$ cat src/common/tlc_pkg.sv
// constants for the timer hardware-limit control block
package tlc_pkg;
   // register byte offsets
   localparam logic [7:0] OFS_LIMIT_CTRL = 8'h00;
   localparam logic [7:0] OFS_RUN_CTRL = 8'h04;
   localparam logic [7:0] OFS_PERIOD = 8'h08;
   localparam logic [7:0] OFS_COUNT = 8'h0c;
   localparam logic [7:0] OFS_RESET_SRC = 8'h10;
   // field positions of timer_limit_control
   localparam int BIT_PRESCALER_SYNC_SELECT = 7;
   localparam int BIT_CLOCK_EDGE_SELECT = 6;
   localparam int BIT_ENABLE_SYNC_SELECT = 5;
   localparam int MODE_LSB = 0;
   localparam int MODE_W = 5;
   // mode field bits used by this block
   localparam int MODE_BIT_ONESHOT = 3;
   localparam int MODE_BIT_EXTRST = 2;
   localparam int BIT_RUN = 0;
   localparam int RSRC_W = 4;
   // reset values
   localparam logic [7:0] RST_LIMIT_CTRL = 8'h00;
   localparam logic [7:0] RST_PERIOD = 8'hff;
   localparam logic [7:0] RST_COUNT = 8'h00;
   localparam logic [3:0] RST_RESET_SRC = 4'h0;
   // external reset source codes
   localparam logic [3:0] RSRC_PIN = 4'h0;
   localparam logic [3:0] RSRC_RESERVED = 4'hf;
   // instruction clock is the system clock divided by four
   localparam int INSTR_DIV = 4;
   localparam logic [1:0] INSTR_LAST = 2'(INSTR_DIV - 1);
   localparam logic [31:0] READ_ZERO = 32'h0000_0000;
endpackage

$ cat src/rtl/tlc_sync2.sv
// two-flop synchroniser for pin-side levels
`timescale 1ns/1ps
module tlc_sync2 #(
   parameter int W = 1
) (
   // clock and reset
   input wire logic pclk,
   input wire logic presetn,
   // levels
   input wire logic [W-1:0] async_in,
   output logic [W-1:0] sync_out
);
   logic [W-1:0] meta_q;

   // first stage is read only by the second
   always_ff @(posedge pclk or negedge presetn) begin
      if (!presetn) begin
         meta_q <= '0;
         sync_out <= '0;
      end else begin
         meta_q <= async_in;
         sync_out <= meta_q;
      end
   end
endmodule // tlc_sync2

$ cat src/rtl/tlc_timer_limit.sv
// timer hardware-limit control with apb registers
//
// Overview of operation
// - With prescaler sync set, each input tick waits for the next instruction-clock enable (pclk/4); else it is used at once.
// - Clock edge select picks counting on the rising (0) or falling (1) edge of the input clock.
// - With prescaler sync set the timer does not count in sleep, and the count read back is always a settled value.
// - With enable sync set, run-enable passes two input-clock stages, so counting starts two input clocks later, glitch-free.
// - Every mode starts when run-enable goes to 1 and stops when it goes to 0, leaving the count unchanged.
// - In one-shot modes hardware clears run-enable by itself on a period match.
// - Once the count equals the period value, the next timer clock clears the count to zero, in every mode.
// - While run-enable is 0 the prescaler pending stage is held clear; with enable sync set and prescaler sync off the count stops only two input clocks later.
// - The external reset comes from a 4-bit source field: 0000 is the dedicated pin, 1111 is reserved.
//
// Design decisions made here: register access over APB and the register offsets.
`timescale 1ns/1ps
module tlc_timer_limit (
   // apb
   input wire logic pclk,
   input wire logic presetn,
   input wire logic psel,
   input wire logic penable,
   input wire logic pwrite,
   input wire logic [7:0] paddr,
   input wire logic [31:0] pwdata,
   output logic [31:0] prdata,
   output logic pready,
   output logic pslverr,
   // timer input clock and external reset pin
   input wire logic timer_input_clock,
   input wire logic ext_reset_pin,
   // on-chip reset sources, codes 1 to 14
   input wire logic [14:1] ext_reset_src,
   input wire logic sleep_mode,
   // status
   output logic [7:0] count_value,
   output logic period_match
);
   logic [7:0] limit_ctrl_q;
   logic run_en_q;
   logic [7:0] period_q;
   logic [3:0] rsrc_q;
   logic [1:0] pin_sync;
   logic clk_d_q;
   logic [1:0] div_q;
   logic instr_en;
   logic edge_hit;
   logic pend_q;
   logic tick;
   logic en_s1_q;
   logic en_s2_q;
   logic running;
   logic ext_hit;
   logic wr_en;
   logic rd_setup;
   logic mapped;
   logic [31:0] rd_d;
   logic at_period;
   logic oneshot;
   logic ctrl_wr;

   wire prescaler_sync_select = limit_ctrl_q[tlc_pkg::BIT_PRESCALER_SYNC_SELECT];
   wire clock_edge_select = limit_ctrl_q[tlc_pkg::BIT_CLOCK_EDGE_SELECT];
   wire enable_sync_select = limit_ctrl_q[tlc_pkg::BIT_ENABLE_SYNC_SELECT];
   wire [4:0] mode =
      limit_ctrl_q[tlc_pkg::MODE_LSB +: tlc_pkg::MODE_W];

   tlc_sync2 #(.W(2)) u_sync (
      .pclk(pclk),
      .presetn(presetn),
      .async_in({ext_reset_pin, timer_input_clock}),
      .sync_out(pin_sync)
   );

   // apb decode
   assign wr_en = psel & penable & pwrite & pready;
   assign rd_setup = psel & ~penable;
   assign ctrl_wr = wr_en & (paddr == tlc_pkg::OFS_RUN_CTRL);
   always_comb begin
      mapped = 1'b1;
      rd_d = tlc_pkg::READ_ZERO;
      case (paddr)
         tlc_pkg::OFS_LIMIT_CTRL: rd_d[7:0] = limit_ctrl_q;
         tlc_pkg::OFS_RUN_CTRL: rd_d[tlc_pkg::BIT_RUN] = run_en_q;
         tlc_pkg::OFS_PERIOD: rd_d[7:0] = period_q;
         tlc_pkg::OFS_COUNT: rd_d[7:0] = count_value;
         tlc_pkg::OFS_RESET_SRC: rd_d[3:0] = rsrc_q;
         default: mapped = 1'b0;
      endcase
   end

   // zero-wait answer: ready in the first access cycle
   always_ff @(posedge pclk or negedge presetn) begin
      if (!presetn) begin
         pready <= 1'b0;
         pslverr <= 1'b0;
         prdata <= tlc_pkg::READ_ZERO;
      end else begin
         pready <= rd_setup;
         pslverr <= rd_setup & ~mapped;
         if (rd_setup && !pwrite) begin
            prdata <= rd_d;
         end
      end
   end

   // software registers
   always_ff @(posedge pclk or negedge presetn) begin
      if (!presetn) begin
         limit_ctrl_q <= tlc_pkg::RST_LIMIT_CTRL;
         period_q <= tlc_pkg::RST_PERIOD;
         rsrc_q <= tlc_pkg::RST_RESET_SRC;
      end else if (wr_en) begin
         case (paddr)
            tlc_pkg::OFS_LIMIT_CTRL: limit_ctrl_q <= pwdata[7:0];
            tlc_pkg::OFS_PERIOD: period_q <= pwdata[7:0];
            tlc_pkg::OFS_RESET_SRC: rsrc_q <= pwdata[3:0];
            default: ;
         endcase
      end
   end

   // a software write in the same cycle overrides the hardware clear
   always_ff @(posedge pclk or negedge presetn) begin
      if (!presetn) begin
         run_en_q <= 1'b0;
      end else if (ctrl_wr) begin
         run_en_q <= pwdata[tlc_pkg::BIT_RUN];
      end else if (period_match && oneshot) begin
         run_en_q <= 1'b0;
      end
   end

   // instruction clock enable
   assign instr_en = (div_q == tlc_pkg::INSTR_LAST);
   always_ff @(posedge pclk or negedge presetn) begin
      if (!presetn) begin
         div_q <= 2'h0;
      end else begin
         div_q <= div_q + 2'h1;
      end
   end

   // input clock edge; edge select must stay put while running
   assign edge_hit = clock_edge_select ? (clk_d_q & ~pin_sync[0])
                           : (~clk_d_q & pin_sync[0]);
   always_ff @(posedge pclk or negedge presetn) begin
      if (!presetn) begin
         clk_d_q <= 1'b0;
      end else begin
         clk_d_q <= pin_sync[0];
      end
   end

   // pending edge waits for the instruction enable
   always_ff @(posedge pclk or negedge presetn) begin
      if (!presetn) begin
         pend_q <= 1'b0;
      end else if (!run_en_q || !prescaler_sync_select) begin
         pend_q <= 1'b0;
      end else begin
         pend_q <= edge_hit | (pend_q & ~instr_en);
      end
   end
   always_comb begin
      if (prescaler_sync_select) begin
         tick = pend_q & instr_en & ~sleep_mode;
      end else begin
         tick = edge_hit;
      end
   end

   // run-enable carried over two input clocks; also delays the stop
   always_ff @(posedge pclk or negedge presetn) begin
      if (!presetn) begin
         en_s1_q <= 1'b0;
         en_s2_q <= 1'b0;
      end else if (!enable_sync_select) begin
         en_s1_q <= 1'b0;
         en_s2_q <= 1'b0;
      end else if (edge_hit) begin
         en_s1_q <= run_en_q;
         en_s2_q <= en_s1_q;
      end
   end
   assign running = enable_sync_select ? en_s2_q : run_en_q;

   // external reset source; reserved code never resets
   always_comb begin
      if (rsrc_q == tlc_pkg::RSRC_PIN) begin
         ext_hit = pin_sync[1];
      end else if (rsrc_q == tlc_pkg::RSRC_RESERVED) begin
         ext_hit = 1'b0;
      end else begin
         ext_hit = ext_reset_src[rsrc_q];
      end
      ext_hit = ext_hit & mode[tlc_pkg::MODE_BIT_EXTRST];
   end

   assign oneshot = mode[tlc_pkg::MODE_BIT_ONESHOT];
   assign at_period = (count_value == period_q);

   // counter; stopping keeps the value
   always_ff @(posedge pclk or negedge presetn) begin
      if (!presetn) begin
         count_value <= tlc_pkg::RST_COUNT;
         period_match <= 1'b0;
      end else begin
         period_match <= 1'b0;
         if (!running) begin
            count_value <= count_value;
         end else if (ext_hit) begin
            count_value <= tlc_pkg::RST_COUNT;
         end else if (tick && at_period) begin
            count_value <= tlc_pkg::RST_COUNT;
            period_match <= 1'b1;
         end else if (tick) begin
            count_value <= count_value + 8'h01;
         end
      end
   end
endmodule // tlc_timer_limit

$ cat config.mk
export PLATFORM = sky130hd
export DESIGN_NAME = tlc_timer_limit
export DESIGN_NICKNAME = d
export VERILOG_FILES = /design/src/common/tlc_pkg.sv /design/src/rtl/tlc_sync2.sv /design/src/rtl/tlc_timer_limit.sv
export SDC_FILE = /design/constraint.sdc
export NUM_CORES = 1
export LEC_CHECK = 0
export ABC_AREA = 1
export BUFFER_PORTS_ARGS = -buffer_cell sky130_fd_sc_hd__buf_2
export CORE_UTILIZATION = 30
export DETAILED_ROUTE_END_ITERATION = 8
export HOLD_SLACK_MARGIN = 0.05
export MAX_ROUTING_LAYER = met4
export PLACE_DENSITY = 0.55
export REMOVE_ABC_BUFFERS = 1
export SKIP_CTS_REPAIR_TIMING = 1
export SLEW_MARGIN = 15
export SYNTH_ARGS = -nofsm -noshare
export SYNTH_HDL_FRONTEND = slang
export SYNTH_SLANG_ARGS = --single-unit
$ cat constraint.sdc
create_clock -name pclk -period 2.98 [get_ports pclk]
set_input_delay 0.298 -clock pclk [delete_from_list [all_inputs] [get_ports pclk]]
set_output_delay 0.298 -clock pclk [all_outputs]
set_load 0.05 [all_outputs]
Word-level counts from Yosys, hierarchy flattened. Cells that the tools add are included.

Bits in registers: 50. Logic and storage cells: 86. Input bits: 62. Output and inout port bits: 43.

Equal/unequal tests: 8. Order comparisons: 1. Reductions and logical operators: 16. Bitwise gates (word level): 19. Add/sub/neg operators: 2. Muxes and demuxes: 24.

Operators by type and width (number): $mux W8 (3); $mux W1 (17); $eq A8 B4 Y1 const B (2); $and A1 B1 Y1 (12); $pmux W3 S4 (1); $pmux W4 S3 (1); $add A8 B1 Y8 const B (1); $eq A8 B3 Y1 const B (1); $eq A8 B5 Y1 const B (1); $eq A8 B8 Y1 (1); $logic_not A8 Y1 (1); $reduce_and A2 Y1 (4); $not A1 Y1 (6); $lt A4 B5 Y1 const B (1); $pmux W1 S5 (1); $reduce_or A5 Y1 (1); $bmux W1 S4 (1); $eq A4 B4 Y1 const B (1); $logic_not A4 Y1 (1); $logic_and A1 B1 Y1 (3); $logic_not A1 Y1 (3); $reduce_bool A3 Y1 (1); $add A2 B1 Y2 const B (1); $eq A2 B2 Y1 const B (1); other kinds (4) (4).

Logic depth before layout (Yosys ltp).
Depth in word-level cells: 8. Depth in mapped cells: 14. Gate-level depth less buffers: 13.

By module. Synthesis repeated with hierarchy kept, for this count alone.

Cells, all modules: 372. Area, all modules: 2924.1 sq um.

Modules (own cells, without submodules): tlc_timer_limit (area an instance 2824.0 sq um, seq. area each 1161.1 sq um, cells each 368, times used 1); tlc_sync2 (area an instance 100.1 sq um, seq. area each 100.1 sq um, cells each 4, times used 1).

Worst setup path before layout. OpenSTA, ideal clock, no wires.

Path kind: register to register. Start point: reg count_value[1]. End point: reg count_value[6]. Data required time: 2914 ps. Library setup time: 66 ps. Slack: 1190 ps. Arrival time: 1724 ps. Path buffers: 0. Clock period less this slack: 1790 ps. Cell stages (with the launch flop): 9. Cell sequence: dfrtp_1 ha_1 nand3_1 nor3b_1 xor2_1 nand2_1 inv_1 nand4_1 nand2_1.

Word-level cells in the longest chain between the ends: 4. Elaborated cells between the ends (all ways): 8. Those cells by class: 1 x add/sub; 1 x eq/ne; 3 x mux; 3 x reduce/logical.

RTL lines: start: declaration (RTL line tlc_timer_limit.sv:35) `output logic [7:0] count_value,`; start signal: assignment (RTL line tlc_timer_limit.sv:205) `count_value <= tlc_pkg::RST_COUNT;`; start signal: assignment (RTL line tlc_timer_limit.sv:210) `count_value <= count_value;`; start signal: assignment (RTL line tlc_timer_limit.sv:212) `count_value <= tlc_pkg::RST_COUNT;`; $add A8 B1 Y8 / $eq A8 B8 Y1 (equally long branches) (RTL line tlc_timer_limit.sv:217, tlc_timer_limit.sv:200); $mux W8 / $logic_and A1 B1 Y1 (equally long branches) (RTL line tlc_timer_limit.sv:216, tlc_timer_limit.sv:213); $mux W8 / $reduce_bool A3 Y1 (equally long branches); $mux W8 / $reduce_and A2 Y1 (equally long branches).

Several ways; a longest one is shown, not always the timed one. The select of a mux whose other input is x is not followed. A chain may end at the register's enable or synchronous reset.

Final worst setup path.
Start point: reg rsrc_q[0]. End point: reg count_value[2].

Word-level cells in the longest chain between the ends: 7. Elaborated cells between the ends (all ways): 10. Those cells by class: 1 x eq/ne; 5 x mux; 1 x bitwise; 3 x reduce/logical.

RTL lines: start: declaration (RTL line tlc_timer_limit.sv:41) `logic [3:0] rsrc_q;`; start signal: assignment (RTL line tlc_timer_limit.sv:111) `rsrc_q <= tlc_pkg::RST_RESET_SRC;`; start signal: assignment (RTL line tlc_timer_limit.sv:116) `tlc_pkg::OFS_RESET_SRC: rsrc_q <= pwdata[3:0];`; $bmux W1 S4 (RTL line tlc_timer_limit.sv:194) `ext_hit = ext_reset_src[rsrc_q];`; $mux W1 (implied by the code) (RTL line tlc_timer_limit.sv:194); $mux W1 (RTL line tlc_timer_limit.sv:191) `end else if (rsrc_q == tlc_pkg::RSRC_RESERVED) begin`; $mux W1 * (RTL line tlc_timer_limit.sv:189) `if (rsrc_q == tlc_pkg::RSRC_PIN) begin`; $and A1 B1 Y1 * (RTL line tlc_timer_limit.sv:196) `ext_hit = ext_hit & mode[tlc_pkg::MODE_BIT_EXTRST];`; $reduce_bool A3 Y1 (no source line); $reduce_and A2 Y1 (no source line).

Mark *: on every way between the ends. The rest lies on a longest branch, timed or not. The select of a mux whose other input is x is not followed.

==> results.sh <==
export IMPL_syn_to_final_growth_pct=13.5
export IMPL_io_buffers=56
export IMPL_synth_top_family_by_area="simple AND/OR/NAND/NOR gates"
export IMPL_criticalPathCategory="flip-flop to flip-flop"
export IMPL_dr_pass1_iters=4
export IMPL_synth_compound_area_share_pct=9.76
export IMPL_p_clk_share_pct=30.5
export IMPL_ir_worst_vdd_mv=0.179
export IMPL_nets=492
export IMPL_hold_viol_final=0
export IMPL_post_route_period_util_pct=55.2
export IMPL_clock_path_buffers=2
export IMPL_rrSetupSlack_ns=1.33
export IMPL_fp_dieW_um=101
export IMPL_drv_slew=0
export IMPL_cts_buffers_inserted=5
export IMPL_htreeDepth=2
export IMPL_seqCellArea_mm2=0.00126
export IMPL_grt_pass1_vias=2217
export IMPL_grt_start_max_net_pins=36
export IMPL_routed_via_density=4.30
export IMPL_wirelength_um=6510
export IMPL_slowest_stage="dfrtp_1"
export IMPL_synth_area_leaders="dfrtp_1 36%, nand2_1 13%, dfstp_2 7.2%"
export IMPL_pre_cts_ws_ns=1.32
export IMPL_synth_simple_gate_area_share_pct=27.7
export IMPL_power_switching_uw=362
export IMPL_synth_area_mux_share_pct=0
export IMPL_rsz0062_at_grt="no"
export IMPL_final_common_cell="nand2_1"
export IMPL_p_per_area_mw_per_mm2=375
export IMPL_grt_pass1_wl_um=10600
export IMPL_min_period_ns=1.65
export IMPL_status="finished clean"
export IMPL_setup_viol=0
export IMPL_syn_instance_count=371
export IMPL_netlist_area_leader_share_pct=35.8
export IMPL_cts_sinks=50
export IMPL_crit_chain="inv_2 > nand2_1 > nand3_1 > nand2_1 > nand2_1 > nand2_1 > nand2_1 > nand3_2 > nand2_4 > nand2_4 > nand2_4 > nand2_1 > nand2_1"
export IMPL_synthArstFlopShare_pct=100
export IMPL_pwr_share_seq_pct=55.5
export IMPL_dieArea_mm2=0.0102
export IMPL_synthAdderAreaFrac_pct=0.852
export IMPL_synthFlopType="dfrtp_1"
export IMPL_p_leak_uw=0.00185
export IMPL_yosys_register_bits=50
export IMPL_setup_worst_path_end_class="flip-flop"
export IMPL_final_cell_mix="100 x nand2_1, 56 x inv_1, 56 x buf_2"
export IMPL_n_fill_cell=1024
export IMPL_drive_above_1_share_pct=24.5
export IMPL_multi_input_area_mm2=0.00130
export IMPL_critPathMaxStageDelay_ns=0.55
export IMPL_ant_nets=0
export IMPL_routabilityCongestion=0.797
export IMPL_clkSlewWorstSetupHoldPaths_ns=0.09
export IMPL_vias=2400
export IMPL_yosys_area_share_xor_xnor_pct=2.98
export IMPL_crit_required_ns=3.18
export IMPL_ioPinCount=105
export IMPL_post_drt_wl_per_cell_um=11.7
export IMPL_p_int_uw=887
export IMPL_combPwrFrac_pct=14.0
export IMPL_synth_cell_type_count=38
export IMPL_diodes=0
export IMPL_drc_errors=0
export IMPL_clock_skew_ns=0.00516
export IMPL_cts_tree="built"
export IMPL_hold_path_class="input pin to asynchronous set/reset pin"
export IMPL_avgSynthCellArea_um2=7.92
export IMPL_setup_tns_ns=0
export IMPL_dpl_hpwl_um=5030
export IMPL_seq_area_frac_synth_pct=42.9
export IMPL_die_h_um=101
export IMPL_cp_max_fo=10
export IMPL_switching_share_pct=29.0
export IMPL_fmaxAchievable_ghz=0.607
export IMPL_syn_area_mm2=0.00294
export IMPL_coreArea_mm2=0.00937
export IMPL_cp_data_arrival_time_ns=1.84
export IMPL_antenna_found_initial=0
export IMPL_start_util_pct=31.3
export IMPL_drt_iter0_drc=109
export IMPL_row_count=35
export IMPL_finalWorstSetupSlack_ns=1.33
export IMPL_max_slew_worst_pin_slew_ns=0.810
export IMPL_grt_ovfl_total=0
export IMPL_synth_top_area_cell="dfrtp_1"
export IMPL_relSlewSlack_pct=46.0
export IMPL_cts_root_buf="clkbuf_8"
export IMPL_ys_warnings_count=0
export IMPL_synth_edf_count=0
export IMPL_grt_use_total_pct=13.9
export IMPL_worstSkewPairLatency_ns=0.30
export IMPL_cp_common_cell="nand2_1"
export IMPL_cap_violations=0
export IMPL_cp_start_kind="flip-flop"
==> routing by layer <==
metal  GRT usage, %  vias up  routed length (µm)
met3           2.57        8                 303
li1               -     1249                   -
met4           3.79        0                  84
met2           23.3       65                3050
met1           17.2     1078                3070
met5              -        -                   0
==> final cells by class <==
type                       instances  area share, %
timing repair buffer              57           8.63
clock buffer                       6           2.18
tap                              129           4.84
sequential                        50           37.8
multi-input combinational        251           39.1
clock inverter                     2          0.300
inverter                          63           7.09
==> through the flow <==
stage	hold slack (ns)	std cells	total power, µW	utilization [%]	cell area, µm²
6_report	0.0787	558	1250	35.6	3330
5_1_grt	0.0832	558	1310	35.6	3330
4_1_cts	0.0817	558	1270	35.6	3330
3_5_place_dp	0.336	550	883	34.7	3250
3_3_place_gp	0.333	550	882	34.7	3250
2_1_floorplan	0.00241	364	826	-	2800
==> flip-flops by register name, summed over array words and instances, names as in the netlist, 2 cells and up <==
signal and count:
count_value 8, limit_ctrl_q 8, period_q 8, prdata 8, rsrc_q 4, div_q 2, u_sync.meta_q 2, u_sync.sync_out 2
==> Yosys cell counts, types with 2 or more instances <==
library cell,n
nand4_2,2
nand2_2,3
dfrtp_1,42
nor3_1,2
nand3_2,3
o21ai_2,9
nor2_2,2
xnor2_1,2
inv_1,56
a21oi_1,6
buf_4,24
dfstp_2,8
ha_1,2
nand2_4,4
nor2_1,11
o21ai_1,12
nand4_1,12
o22ai_1,6
nand3_1,24
nand2_1,100
xor2_1,8
buf_6,2
o21ai_0,8
inv_2,7
buf_2,3
==> kinds of logic after synthesis <==
| family | Yosys count |
|---|---|
| and+or+nand+nor | 169 |
| buffers and inverters | 93 |
| DFF | 50 |
| AOI/OAI and AO/OA | 46 |
| xor gates and xnor gates | 10 |
| adders and majority gates | 2 |
| other | 1 |
==> worst paths after layout <==
check | cells past startpoint | from | end
min reg2reg | 0 | u_sync.meta_q[1] | u_sync.sync_out[1]
max reg2reg | 13 | rsrc_q[0] | count_value[2]
min | 1 | presetn | count_value[5]
max | 13 | rsrc_q[0] | count_value[2]
min in group pclk | 1 | timer_input_clock | u_sync.meta_q[0]
max in group asynchronous | 2 | presetn | period_q[6]
==> worst max-delay path, delay by kind of cell, from the launching register on <==
kind,cells,cell delay [ns]
simple gates,12,0.84
flops,1,0.55
buf+inv,1,0.13
==> power by group through the flow <==
stage | Combinational (µW) | Clock (µW) | Sequential, µW
after floorplan | 106 | 0 | 720
after global placement | 176 | 0 | 707
after detailed placement | 177 | 0 | 707
after CTS | 177 | 401 | 694
after global routing | 191 | 422 | 695
final | 175 | 381 | 693
No activity file was read; power rests on OpenSTA's default activity.
